[config.mk]
export PLATFORM = sky130hd
export DESIGN_NAME = host_io_array
export DESIGN_NICKNAME = d
export VERILOG_FILES = /design/src/shared/hio_pkg.sv /design/src/hdl/frc_timer.sv /design/src/hdl/host_io_array.sv
export SDC_FILE = /design/constraint.sdc
export NUM_CORES = 1
export LEC_CHECK = 0
export ABC_AREA = 1
export BUFFER_PORTS_ARGS = -buffer_cell sky130_fd_sc_hd__buf_2
export CORE_UTILIZATION = 25
export CTS_BUF_LIST = sky130_fd_sc_hd__clkbuf_16
export DETAILED_ROUTE_END_ITERATION = 10
export PLACE_DENSITY = 0.51
export SLEW_MARGIN = 15
export SYNTH_ARGS = -nofsm -noshare
export SYNTH_HDL_FRONTEND = slang
export SYNTH_SLANG_ARGS = --single-unit
[constraint.sdc]
create_clock -name CLK -period 5.1 [get_ports CLK]
set_clock_uncertainty 0.05 [all_clocks]
set_input_delay 0.255 -clock CLK [delete_from_list [all_inputs] [get_ports CLK]]
set_output_delay 0.255 -clock CLK [all_outputs]
set_load 0.1 [all_outputs]
[src/shared/hio_pkg.sv]
// Shared constants and types for the host I/O interrupt and timer array.
package hio_pkg;
	// ==================================================================
	// Timing
	localparam int CLK_HZ = 40_000_000;
	localparam int EXT_HZ = 2_457_600;
	localparam int EXT_PRESCALE = 4;
	localparam int TICK_HZ = EXT_HZ / EXT_PRESCALE;
	localparam int TICK_CYCLES = CLK_HZ / TICK_HZ;
	// ==================================================================
	// Register offsets on the four low address lines
	localparam logic [3:0] OFS_CTRL = 4'h0;
	localparam logic [3:0] OFS_CMD = 4'h1;
	localparam logic [3:0] OFS_PWR = 4'h2;
	localparam logic [3:0] OFS_MASK = 4'h4;
	localparam logic [3:0] OFS_RCAP_L = 4'h0;
	localparam logic [3:0] OFS_RCAP_H = 4'h1;
	localparam logic [3:0] OFS_TCAP_L = 4'h2;
	localparam logic [3:0] OFS_TCAP_H = 4'h3;
	localparam logic [3:0] OFS_PEND = 4'h4;
	localparam logic [3:0] OFS_STATUS = 4'h5;
	localparam logic [3:0] OFS_SHIFT = 4'h6;
	localparam logic [3:0] PAGE_INT = 4'h0;
	localparam logic [3:0] PAGE_SERIAL = 4'h1;
	localparam logic [3:0] PAGE_LCD = 4'h2;
	// ==================================================================
	// Field positions
	localparam int CTRL_BANK = 0;
	localparam int CTRL_MODE_LO = 1;
	localparam int CTRL_MODE_HI = 2;
	localparam int CTRL_BC_PWR = 3;
	localparam int CTRL_BAUD_LSB = 4;
	localparam int CTRL_BAUD_MSB = 7;
	localparam int CMD_SET_RDY = 0;
	localparam int CMD_CLR_RDY = 1;
	localparam int CMD_CLR_OVF = 2;
	localparam int PWR_LAMP_A = 0;
	localparam int PWR_LAMP_B = 1;
	localparam int PWR_LAMP_C = 2;
	localparam int PWR_LINE_SW = 3;
	localparam int PWR_INHIBIT = 4;
	localparam int PWR_AUX = 5;
	localparam int ST_BANK = 0;
	localparam int ST_BC = 1;
	localparam int ST_SUB_RDY = 2;
	localparam int ST_READY = 3;
	localparam int NSRC = 6;
	localparam int SRC_SUB = 0;
	localparam int SRC_SER = 1;
	localparam int SRC_SLV = 2;
	localparam int SRC_ICF = 3;
	localparam int SRC_OVF = 4;
	localparam int SRC_EXP = 5;
	localparam int NPIN = 9;
	localparam int PIN_OFF = 0;
	localparam int PIN_SUB = 1;
	localparam int PIN_SER = 2;
	localparam int PIN_SLV = 3;
	localparam int PIN_EXP = 4;
	localparam int PIN_RDY = 5;
	localparam int PIN_BC = 6;
	localparam int PIN_SCK = 7;
	localparam int PIN_SI = 8;
	// ==================================================================
	// Values
	localparam logic [7:0] VEC_BASE = 8'hf0;
	localparam logic [7:0] CTRL_RESET = 8'h00;
	localparam logic [7:0] PWR_RESET = 8'h00;
	localparam logic [5:0] MASK_RESET = 6'h00;
	localparam logic RDY_RESET = 1'b1;
	localparam logic [2:0] BAUD_TOP = 3'h7;
	// ==================================================================
	// Types
	typedef enum logic [1:0] {
		TRIG_OFF = 2'h0,
		TRIG_RISE = 2'h1,
		TRIG_FALL = 2'h2,
		TRIG_BOTH = 2'h3
	} trig_mode_t;
	typedef struct packed {
		logic [7:0] addr;
		logic [7:0] data;
		logic rd;
		logic wr;
		logic iorq;
		logic m1;
	} host_bus_t;
endpackage

[src/hdl/frc_timer.sv]
// Free-running counter with read latch and barcode trigger capture.
`timescale 1ns/1ps
module frc_timer #(
	parameter int TICK_DIV = hio_pkg::TICK_CYCLES,
	parameter int WIDTH = 16
) (
	input wire logic clk,
	input wire logic rst,
	input wire hio_pkg::trig_mode_t mode,
	input wire logic barcode,
	input wire logic latch,
	output logic [WIDTH-1:0] count,
	output logic ovf,
	output logic trig,
	output logic [WIDTH-1:0] rcap,
	output logic [WIDTH-1:0] tcap
);
	localparam logic [7:0] DIV_LAST = 8'(TICK_DIV - 1);

	typedef struct packed {
		logic [7:0] div;
		logic [WIDTH-1:0] count;
		logic ovf;
		logic trig;
		logic bc_prev;
		logic [WIDTH-1:0] rcap;
		logic [WIDTH-1:0] tcap;
	} tst_t;

	tst_t st;
	tst_t next;
	logic edge_hit;

	// ==================================================================
	// Next state
	always_comb
	begin
		next = st;
		edge_hit = 1'b0;
		next.ovf = 1'b0;
		next.trig = 1'b0;
		next.bc_prev = barcode;
		// prescaled tick advances counter
		if (st.div == DIV_LAST)
		begin
			next.div = 8'h00;
			next.count = st.count + 1'b1;
			next.ovf = &st.count;
		end
		else
			next.div = st.div + 8'h01;
		// mode-qualified barcode edge
		case (mode)
			hio_pkg::TRIG_RISE: edge_hit = barcode & ~st.bc_prev;
			hio_pkg::TRIG_FALL: edge_hit = ~barcode & st.bc_prev;
			hio_pkg::TRIG_BOTH: edge_hit = barcode ^ st.bc_prev;
			default: edge_hit = 1'b0;
		endcase
		if (edge_hit)
		begin
			next.trig = 1'b1;
			next.tcap = st.count;
		end
		// host read freezes count
		if (latch)
			next.rcap = st.count;
	end

	always_ff @(posedge clk or posedge rst)
	begin
		if (rst)
			st <= '0;
		else
			st <= next;
	end

	assign count = st.count;
	assign ovf = st.ovf;
	assign trig = st.trig;
	assign rcap = st.rcap;
	assign tcap = st.tcap;

	// ==================================================================
	// Checks
	property p_count_step;
		@(posedge clk) disable iff (rst)
		(st.count != $past(st.count))
			|-> (st.count == WIDTH'($past(st.count) + 1'b1));
	endproperty
	a_count_step: assert property (p_count_step)
		else $error("counter moved by other than one");

	property p_ovf_wrap;
		@(posedge clk) disable iff (rst)
		st.ovf |-> (st.count == '0) && $past(&st.count);
	endproperty
	a_ovf_wrap: assert property (p_ovf_wrap)
		else $error("overflow without wrap");

	property p_trig_cap;
		@(posedge clk) disable iff (rst)
		st.trig |-> (st.tcap == $past(st.count));
	endproperty
	a_trig_cap: assert property (p_trig_cap)
		else $error("trigger capture holds wrong count");
endmodule // frc_timer

[src/hdl/host_io_array.sv]
// Host I/O gate array: decoder, vectored interrupts, timer, shift handshake.
// Functional notes
// control bit 0 selects memory map
// control holds baud select, barcode power
// command writes pulse-clear/set flags
// ready flag set gives host the buffer
// ready clear interrupts the sub-processor
// host updates ready after each access
// owner output high means sub-processor
// shift buffer clocked by sub-processor clock
// port bits drive line and lamp outputs
// software inhibits line while supply settles
// read 00 latches count, 01 high
// prescaled clock counts; wrap flags overflow
// low counter bits make line clocks
// barcode mode edge captures count, flags
// per-source enable mask gates requests
// pending read shows six sources, top zero
// source 0 highest, vectors step two
// acknowledge returns top enabled vector
// vector only when fetch and request
// status shows ready, sub ready, barcode, bank
// low lines pick registers, upper lines chip selects
// power-off floats all outputs
// host request while enabled source pending
`timescale 1ns/1ps
module host_io_array #(
	parameter int TICK_DIV = hio_pkg::TICK_CYCLES
) (
	input wire logic CLK,
	input wire logic RST,
	input wire logic OFF,
	input wire logic [7:0] ADDR,
	input wire logic [7:0] DB_IN,
	output logic [7:0] DB_OUT,
	output logic DB_OE,
	input wire logic RD_N,
	input wire logic WR_N,
	input wire logic IORQ_N,
	input wire logic M1_N,
	input wire logic SUBPROC_IRQ_N,
	input wire logic SERIAL_IRQ_N,
	input wire logic SLAVE_IRQ_N,
	input wire logic EXPANSION_IRQ_N,
	input wire logic SUBPROC_READY,
	input wire logic BARCODE_DATA,
	input wire logic SHIFT_CLOCK,
	input wire logic SHIFT_IN,
	output logic SHIFT_OUT,
	output logic SHIFT_BUFFER_OWNER,
	output logic SUBPROC_INTERRUPT_OUT,
	output logic HOST_IRQ,
	output logic MEMORY_MAP_SELECT,
	output logic BARCODE_POWER_SWITCH,
	output logic LINE_POWER_SWITCH,
	output logic LINE_OUTPUT_INHIBIT,
	output logic LINE_CONTROL_AUX,
	output logic KEYBOARD_LAMP_A,
	output logic KEYBOARD_LAMP_B,
	output logic KEYBOARD_LAMP_C,
	output logic TX_CLOCK,
	output logic RX_CLOCK,
	output logic SERIAL_CS_N,
	output logic LCD_CS_N,
	output logic PINS_OE
);
	typedef struct packed {
		hio_pkg::host_bus_t bus1;
		hio_pkg::host_bus_t bus2;
		logic [hio_pkg::NPIN-1:0] pin1;
		logic [hio_pkg::NPIN-1:0] pin2;
		logic rd_prev;
		logic wr_prev;
		logic sck_prev;
		logic [7:0] ctrl;
		logic [7:0] pwr;
		logic [5:0] mask;
		logic ready;
		logic owner;
		logic [7:0] shift;
		logic ovf_flag;
		logic icf_flag;
		logic [7:0] db_out;
		logic db_oe;
		logic irq;
		logic cs_ser_n;
		logic cs_lcd_n;
		logic lclk;
		logic pins_oe;
	} st_t;

	st_t st;
	st_t next;
	logic [5:0] pend;
	logic [3:0] ofs;
	logic [7:0] rdata;
	logic [2:0] baud;
	logic internal;
	logic io_rd;
	logic io_wr;
	logic rd_start;
	logic wr_start;
	logic vec_cyc;
	logic sck_rise;
	logic off;
	logic [15:0] count;
	logic ovf_p;
	logic trig_p;
	logic [15:0] rcap;
	logic [15:0] tcap;

	// ==================================================================
	// Priority vector
	// lowest index wins, vector steps two
	function automatic logic [7:0] vector_of(input logic [5:0] req);
		logic [2:0] idx;
		idx = 3'h0;
		for (int i = hio_pkg::NSRC - 1; i >= 0; i--)
			if (req[i])
				idx = 3'(i);
		return hio_pkg::VEC_BASE + {4'h0, idx, 1'b0};
	endfunction

	// ==================================================================
	// Counter and capture
	frc_timer #(
		.TICK_DIV(TICK_DIV),
		.WIDTH(16)
	) u_timer (
		.clk(CLK),
		.rst(RST),
		.mode(hio_pkg::trig_mode_t'(
			st.ctrl[hio_pkg::CTRL_MODE_HI:hio_pkg::CTRL_MODE_LO])),
		.barcode(st.pin2[hio_pkg::PIN_BC]),
		.latch(rd_start && internal && ofs == hio_pkg::OFS_RCAP_L),
		.count(count),
		.ovf(ovf_p),
		.trig(trig_p),
		.rcap(rcap),
		.tcap(tcap)
	);

	// ==================================================================
	// Next state
	always_comb
	begin
		next = st;
		// Pins from other parties are synchronised before any use.
		next.bus1.addr = ADDR;
		next.bus1.data = DB_IN;
		next.bus1.rd = ~RD_N;
		next.bus1.wr = ~WR_N;
		next.bus1.iorq = ~IORQ_N;
		next.bus1.m1 = ~M1_N;
		next.bus2 = st.bus1;
		next.pin1[hio_pkg::PIN_OFF] = OFF;
		next.pin1[hio_pkg::PIN_SUB] = ~SUBPROC_IRQ_N;
		next.pin1[hio_pkg::PIN_SER] = ~SERIAL_IRQ_N;
		next.pin1[hio_pkg::PIN_SLV] = ~SLAVE_IRQ_N;
		next.pin1[hio_pkg::PIN_EXP] = ~EXPANSION_IRQ_N;
		next.pin1[hio_pkg::PIN_RDY] = SUBPROC_READY;
		next.pin1[hio_pkg::PIN_BC] = BARCODE_DATA;
		next.pin1[hio_pkg::PIN_SCK] = SHIFT_CLOCK;
		next.pin1[hio_pkg::PIN_SI] = SHIFT_IN;
		next.pin2 = st.pin1;

		off = st.pin2[hio_pkg::PIN_OFF];
		ofs = st.bus2.addr[3:0];
		// upper lines pick page, low four register
		internal = st.bus2.addr[7:4] == hio_pkg::PAGE_INT;
		io_rd = st.bus2.iorq & st.bus2.rd & ~st.bus2.m1;
		io_wr = st.bus2.iorq & st.bus2.wr & ~st.bus2.m1;
		rd_start = io_rd & ~st.rd_prev;
		wr_start = io_wr & ~st.wr_prev;
		vec_cyc = st.bus2.iorq & st.bus2.m1;
		sck_rise = st.pin2[hio_pkg::PIN_SCK] & ~st.sck_prev;
		next.rd_prev = io_rd;
		next.wr_prev = io_wr;
		next.sck_prev = st.pin2[hio_pkg::PIN_SCK];

		pend[hio_pkg::SRC_SUB] = st.pin2[hio_pkg::PIN_SUB];
		pend[hio_pkg::SRC_SER] = st.pin2[hio_pkg::PIN_SER];
		pend[hio_pkg::SRC_SLV] = st.pin2[hio_pkg::PIN_SLV];
		pend[hio_pkg::SRC_ICF] = st.icf_flag;
		pend[hio_pkg::SRC_OVF] = st.ovf_flag;
		pend[hio_pkg::SRC_EXP] = st.pin2[hio_pkg::PIN_EXP];

		// Host register writes.
		if (wr_start && internal)
		begin
			case (ofs)
				// bank bit and R02: baud, barcode power
				hio_pkg::OFS_CTRL: next.ctrl = st.bus2.data;
				// command bits act only as pulses
				hio_pkg::OFS_CMD:
				begin
					if (st.bus2.data[hio_pkg::CMD_CLR_RDY])
						next.ready = 1'b0;
					if (st.bus2.data[hio_pkg::CMD_SET_RDY])
						next.ready = 1'b1;
					if (st.bus2.data[hio_pkg::CMD_CLR_OVF])
						next.ovf_flag = 1'b0;
				end
				// port register drives pins
				hio_pkg::OFS_PWR: next.pwr = st.bus2.data;
				// enable mask written
				hio_pkg::OFS_MASK: next.mask = st.bus2.data[5:0];
				// host writes only while ready set
				hio_pkg::OFS_SHIFT:
					if (st.ready)
						next.shift = st.bus2.data;
				default: ;
			endcase
		end

		// Reading the trigger capture acknowledges the capture flag.
		if (rd_start && internal && ofs == hio_pkg::OFS_TCAP_L)
			next.icf_flag = 1'b0;
		// overflow sets flag, beats clear
		if (ovf_p)
			next.ovf_flag = 1'b1;
		// trigger sets capture flag
		if (trig_p)
			next.icf_flag = 1'b1;

		// sub-processor clock shifts buffer
		if (sck_rise && !st.ready)
			next.shift = {st.shift[6:0], st.pin2[hio_pkg::PIN_SI]};

		// cleared ready interrupts sub-processor
		// owner high while ready clear
		next.owner = ~next.ready;

		// Register reads.
		case (ofs)
			// low byte shown live on the latching cycle
			hio_pkg::OFS_RCAP_L: rdata = rd_start ? count[7:0] : rcap[7:0];
			hio_pkg::OFS_RCAP_H: rdata = rcap[15:8];
			hio_pkg::OFS_TCAP_L: rdata = tcap[7:0];
			hio_pkg::OFS_TCAP_H: rdata = tcap[15:8];
			// pending sources, top bits zero
			hio_pkg::OFS_PEND: rdata = {2'b00, pend};
			// status bits
			hio_pkg::OFS_STATUS:
			begin
				rdata = 8'h00;
				rdata[hio_pkg::ST_READY] = st.ready;
				rdata[hio_pkg::ST_SUB_RDY] = st.pin2[hio_pkg::PIN_RDY];
				rdata[hio_pkg::ST_BC] = st.pin2[hio_pkg::PIN_BC];
				rdata[hio_pkg::ST_BANK] = st.ctrl[hio_pkg::CTRL_BANK];
			end
			// buffer hidden while sub-processor owns it
			hio_pkg::OFS_SHIFT: rdata = st.ready ? st.shift : 8'h00;
			default: rdata = 8'h00;
		endcase

		// acknowledge returns winning vector
		// only in fetch plus request cycle
		// power-off keeps the bus floating
		next.db_oe = ~off & ((io_rd & internal) | vec_cyc);
		next.db_out = vec_cyc ? vector_of(pend & st.mask) : rdata;
		// request while any enabled source pends
		next.irq = |(pend & st.mask);
		// external chip selects from page decode
		next.cs_ser_n = ~((io_rd | io_wr) &&
			st.bus2.addr[7:4] == hio_pkg::PAGE_SERIAL);
		next.cs_lcd_n = ~((io_rd | io_wr) &&
			st.bus2.addr[7:4] == hio_pkg::PAGE_LCD);
		// selected low counter bit is line clock
		baud = st.ctrl[hio_pkg::CTRL_BAUD_MSB] ? hio_pkg::BAUD_TOP :
			st.ctrl[hio_pkg::CTRL_BAUD_MSB-1:hio_pkg::CTRL_BAUD_LSB];
		next.lclk = count[baud];
		// all output pins float while off
		next.pins_oe = ~off;
	end

	// ==================================================================
	// State register
	always_ff @(posedge CLK or posedge RST)
	begin
		if (RST)
		begin
			st <= '0;
			st.ctrl <= hio_pkg::CTRL_RESET;
			st.pwr <= hio_pkg::PWR_RESET;
			st.mask <= hio_pkg::MASK_RESET;
			st.ready <= hio_pkg::RDY_RESET;
			st.owner <= ~hio_pkg::RDY_RESET;
			st.cs_ser_n <= 1'b1;
			st.cs_lcd_n <= 1'b1;
		end
		else
			st <= next;
	end

	// ==================================================================
	// Outputs
	assign DB_OUT = st.db_out;
	assign DB_OE = st.db_oe;
	assign SHIFT_OUT = st.shift[7];
	assign SHIFT_BUFFER_OWNER = st.owner;
	assign SUBPROC_INTERRUPT_OUT = st.owner;
	assign HOST_IRQ = st.irq;
	assign MEMORY_MAP_SELECT = st.ctrl[hio_pkg::CTRL_BANK];
	assign BARCODE_POWER_SWITCH = st.ctrl[hio_pkg::CTRL_BC_PWR];
	assign LINE_POWER_SWITCH = st.pwr[hio_pkg::PWR_LINE_SW];
	assign LINE_OUTPUT_INHIBIT = st.pwr[hio_pkg::PWR_INHIBIT];
	assign LINE_CONTROL_AUX = st.pwr[hio_pkg::PWR_AUX];
	assign KEYBOARD_LAMP_A = st.pwr[hio_pkg::PWR_LAMP_A];
	assign KEYBOARD_LAMP_B = st.pwr[hio_pkg::PWR_LAMP_B];
	assign KEYBOARD_LAMP_C = st.pwr[hio_pkg::PWR_LAMP_C];
	assign TX_CLOCK = st.lclk;
	assign RX_CLOCK = st.lclk;
	assign SERIAL_CS_N = st.cs_ser_n;
	assign LCD_CS_N = st.cs_lcd_n;
	assign PINS_OE = st.pins_oe;

	// ==================================================================
	// Checks
	property p_irq_follows;
		@(posedge CLK) disable iff (RST)
		(|(pend & st.mask)) |=> st.irq;
	endproperty
	a_irq_follows: assert property (p_irq_follows)
		else $error("enabled pending source gave no host request");

	property p_ready_clear;
		@(posedge CLK) disable iff (RST)
		(wr_start && internal && ofs == hio_pkg::OFS_CMD &&
			st.bus2.data[hio_pkg::CMD_CLR_RDY] &&
			!st.bus2.data[hio_pkg::CMD_SET_RDY])
			|=> !st.ready && st.owner;
	endproperty
	a_ready_clear: assert property (p_ready_clear)
		else $error("ready clear did not hand buffer over");

	property p_ovf_set;
		@(posedge CLK) disable iff (RST)
		ovf_p |=> st.ovf_flag;
	endproperty
	a_ovf_set: assert property (p_ovf_set)
		else $error("overflow lost against clear");

	property p_vector;
		@(posedge CLK) disable iff (RST)
		(vec_cyc && !off && st.mask[hio_pkg::SRC_SUB] &&
			pend[hio_pkg::SRC_SUB])
			|=> st.db_oe && st.db_out == hio_pkg::VEC_BASE;
	endproperty
	a_vector: assert property (p_vector)
		else $error("top source vector wrong");

	property p_mask_write;
		@(posedge CLK) disable iff (RST)
		(wr_start && internal && ofs == hio_pkg::OFS_MASK)
			|=> st.mask == $past(st.bus2.data[5:0]);
	endproperty
	a_mask_write: assert property (p_mask_write)
		else $error("enable mask not stored");

	property p_off_float;
		@(posedge CLK) disable iff (RST)
		off |=> !st.pins_oe && !st.db_oe;
	endproperty
	a_off_float: assert property (p_off_float)
		else $error("outputs driven while powered off");

	property p_pend_top;
		@(posedge CLK) disable iff (RST)
		(io_rd && internal && !vec_cyc && ofs == hio_pkg::OFS_PEND)
			|=> st.db_out[7:6] == 2'b00;
	endproperty
	a_pend_top: assert property (p_pend_top)
		else $error("pending top bits not zero");

	property p_shift_in;
		@(posedge CLK) disable iff (RST)
		(sck_rise && !st.ready)
			|=> st.shift == {$past(st.shift[6:0]),
				$past(st.pin2[hio_pkg::PIN_SI])};
	endproperty
	a_shift_in: assert property (p_shift_in)
		else $error("shift buffer did not shift");
endmodule // host_io_array

==> flow_summary.ini <==
[status]
run_status = finished clean

[grt]
grt_pass1_wl_um = 25940
pin_count_of_the_biggest_net_entering_global_routing = 66
globalRoute.totalOverflow = 0
gr-usage-met3 = 0.02703
initial_antenna_violation_count = 0
gr-max-usage-layer = met2
vias_in_the_first_global_route = 4817
grt_util_met1 = 0.1736
global_route.usage.met2 = 0.1757
global_route.usage.total = 0.1197

[run]
cap_violations = 0

[finish]
antenna-diode-count = 0
synthToLayoutAreaGrowth_pct = 20.52
layout.area.seq_um2 = 4158
finish.net_count = 849
final_layout_size_suffix_gt1_frac = 0.1743
multi_input_comb_area_um2 = 2260
mostFrequentLayoutCell = sky130_fd_sc_hd__nand2_1
fill_count = 2832
final_cell_mix = sky130_fd_sc_hd__nand2_1, sky130_fd_sc_hd__dfrtp_1, sky130_fd_sc_hd__inv_1

[synth]
syn_area_cell_um2 = 9.474
synth-simple-area-share = 0.2228
number_of_warnings_issued_by_yosys = 0
synth_nets = 767
synthAdderAreaFrac = 0.009033
synth_top_family_by_area = simple AND/OR/NAND/NOR gates
ys_top_cells_by_area = sky130_fd_sc_hd__dfrtp_1, sky130_fd_sc_hd__nand2_1, sky130_fd_sc_hd__nand3_1
synth_seq_cells = 166
synth_top_area_cell = sky130_fd_sc_hd__dfrtp_1
synthesis.instances = 731
post_synth_instance_area_um2 = 6925
post_synthesis_compound_gate_area_fraction = 0.08184
yosys-mux-area-fraction = 0
synthDominantCellAreaShare = 0.5890
synth_xor_area_frac = 0.01265
synth.lib_cells_used.distinct = 33
synth_sequential_area_ratio = 0.6004

[routing]
drt_iter0_markers = 301
route.detailed.vias_per_inst = 4.336
wl_per_cell_um = 13.64
total_number_of_vias = 5060
drtAntennaViolNets = 0
detail_route.drc_violations = 0
drt_wl_total_um = 15920
first_pass_iters = 5

[pwr]
clockPowerShare = 0.431
totalPowerFinal_mw = 2.933
netSwitchingFraction = 0.2597
power.switching_mw = 0.7618
p_comb_frac = 0.084
total_leakage_power_nw = 3.959
p_int_mw = 2.171
power.density_nw_per_um2 = 351.4
seq_power_share = 0.485
ir_worst_vdd_mv = 0.1809

[sta]
fmaxAchievable_ghz = 0.4845
min_period_ps = 2064
post-route-worst-setup-slack_ps = 3036
setup_viol = 0
grt_setup_unrepaired = no
tightest_slew_ps = 972.5
totalNegativeSetupSlack_ps = 0
finalHoldViolCount = 0
worst_slew_margin_rel = 0.3501
final_min_period_over_clock_period = 0.4047
finalMaxSlewViolations = 0

[hold_path]
holdCritPathClass = reg -> reg

[clock_network]
ctsHtreeMaxLevel = 4
postCtsSetupRepairBufs = 0
cts_resizes = 0
buffer_depth_of_the_longest_clock_path = 2
cts_hold_buf = 30
clk_latency_ps = 430
tritoncts = done
cts_buffers = 17
clock_sink_count = 166
clkTransAtPathRegs_ps = 70
root_buffer = sky130_fd_sc_hd__clkbuf_16

[placement]
post-dp-hpwl_um = 11400
post-place-ws_ps = 3100
final_weighted_congestion_of_routability_driven_global_placement = 0.8026
place.port_buffers = 56

[worst_setup_path]
setup.worst_path.class = reg -> reg
end_kind = flop
startpoint_type = flop
critical_path_arrival_ps = 2270
data_required_time_of_the_worst_path_ps = 5310
worstPathMaxFanout = 33
r2r_setup_slack_ps = 3040

[die]
floorplan.io_pins = 57
row_count = 60
die_area_um2 = 28370
initial_utilization = 0.2563
vertical_die_dimension_um = 168.4
placeableCoreArea_um2 = 27030
die_width_um = 168.4
-- layout make-up --
class                           count  share of cell area
Sequential cell                   166              0.4981
Clock inverter                     15             0.01844
Multi-Input combinational cell    455              0.2707
Clock buffer                       17             0.05097
Timing Repair Buffer               88             0.07135
Tap cell                          341             0.05112
Inverter                           85             0.03927
-- metrics by stage --
| step | hold slack, ps | std cells | utilization | area, um^2 |
|---|---|---|---|---|
| after CTS | 298.7 | 1167 | 0.3088 | 8347 |
| final | 297.0 | 1167 | 0.3088 | 8347 |
| after floorplan | 236.4 | 731 | - | 6925 |
| after detailed placement | 284.7 | 1105 | 0.2763 | 7467 |
| after global routing | 307.3 | 1167 | 0.3088 | 8347 |
| after global placement | 283.6 | 1105 | 0.2763 | 7467 |
-- routing by layer --
layer,vias to the layer above,share of wire
li1,2493,-
met1,2451,0.51
met3,10,0.039
met5,-,0
met4,0,0.0089
met2,106,0.44
-- critical path, stage by stage, from the launching register on --
cell                      delay [ps]
sky130_fd_sc_hd__dfrtp_1         410
sky130_fd_sc_hd__ha_1            280
sky130_fd_sc_hd__a21oi_1         140
sky130_fd_sc_hd__o21ai_0         100
sky130_fd_sc_hd__nand2_1         720
sky130_fd_sc_hd__o21ai_0         190
-- cell families (layout without fill, tap and decap cells) --
| family | Yosys count | in the layout |
|---|---|---|
| buf+inv | 110 | 205 |
| simple gates | 343 | 343 |
| xor+xnor | 10 | 10 |
| flops | 166 | 166 |
| compound gates | 97 | 97 |
| fa+ha+maj | 5 | 5 |
-- sequential cells by signal (all words and copies together) (netlist names), 4 cells and up --
register and flops:
next 30, u_timer.tcap 16, u_timer.rcap 16, u_timer.st 9, pend 6, DB_OUT 8
st 42, u_timer.count 16, ofs 4
-- final timing paths --
path,cells past startpoint,start,to
min,0,next[73],st[73]
max reg2reg,5,st[57],u_timer.tcap[4]
min in group asynchronous,3,RST,st[73]
max,5,st[57],u_timer.tcap[4]
min reg2reg,0,next[73],st[73]
max in group asynchronous,4,RST,u_timer.rcap[4]
-- power groups by stage --
stage          registers, mW  logic (mW)  clock network (mW)
6_report                1.42       0.247                1.27
5_1_grt                 1.43       0.274                1.36
4_1_cts                 1.42       0.251                1.30
3_5_place_dp            1.45       0.232                   0
3_3_place_gp            1.45       0.229                   0
2_1_floorplan           1.47       0.149                   0
-- cell usage after synthesis, drive strengths merged --
library cell  count
nand2           180
dfrtp           163
inv              84
nor2             75
nand3            69
o21ai            60
a21oi            28
buf              23
nand4            10
xor2             10
nor3              8
o211ai            6
ha                5
dfstp             3
clkbuf            2
a21o              1
clkinv            1
nand3b            1
o21bai            1
o22ai             1
Power figures use the tool's default switching activity.
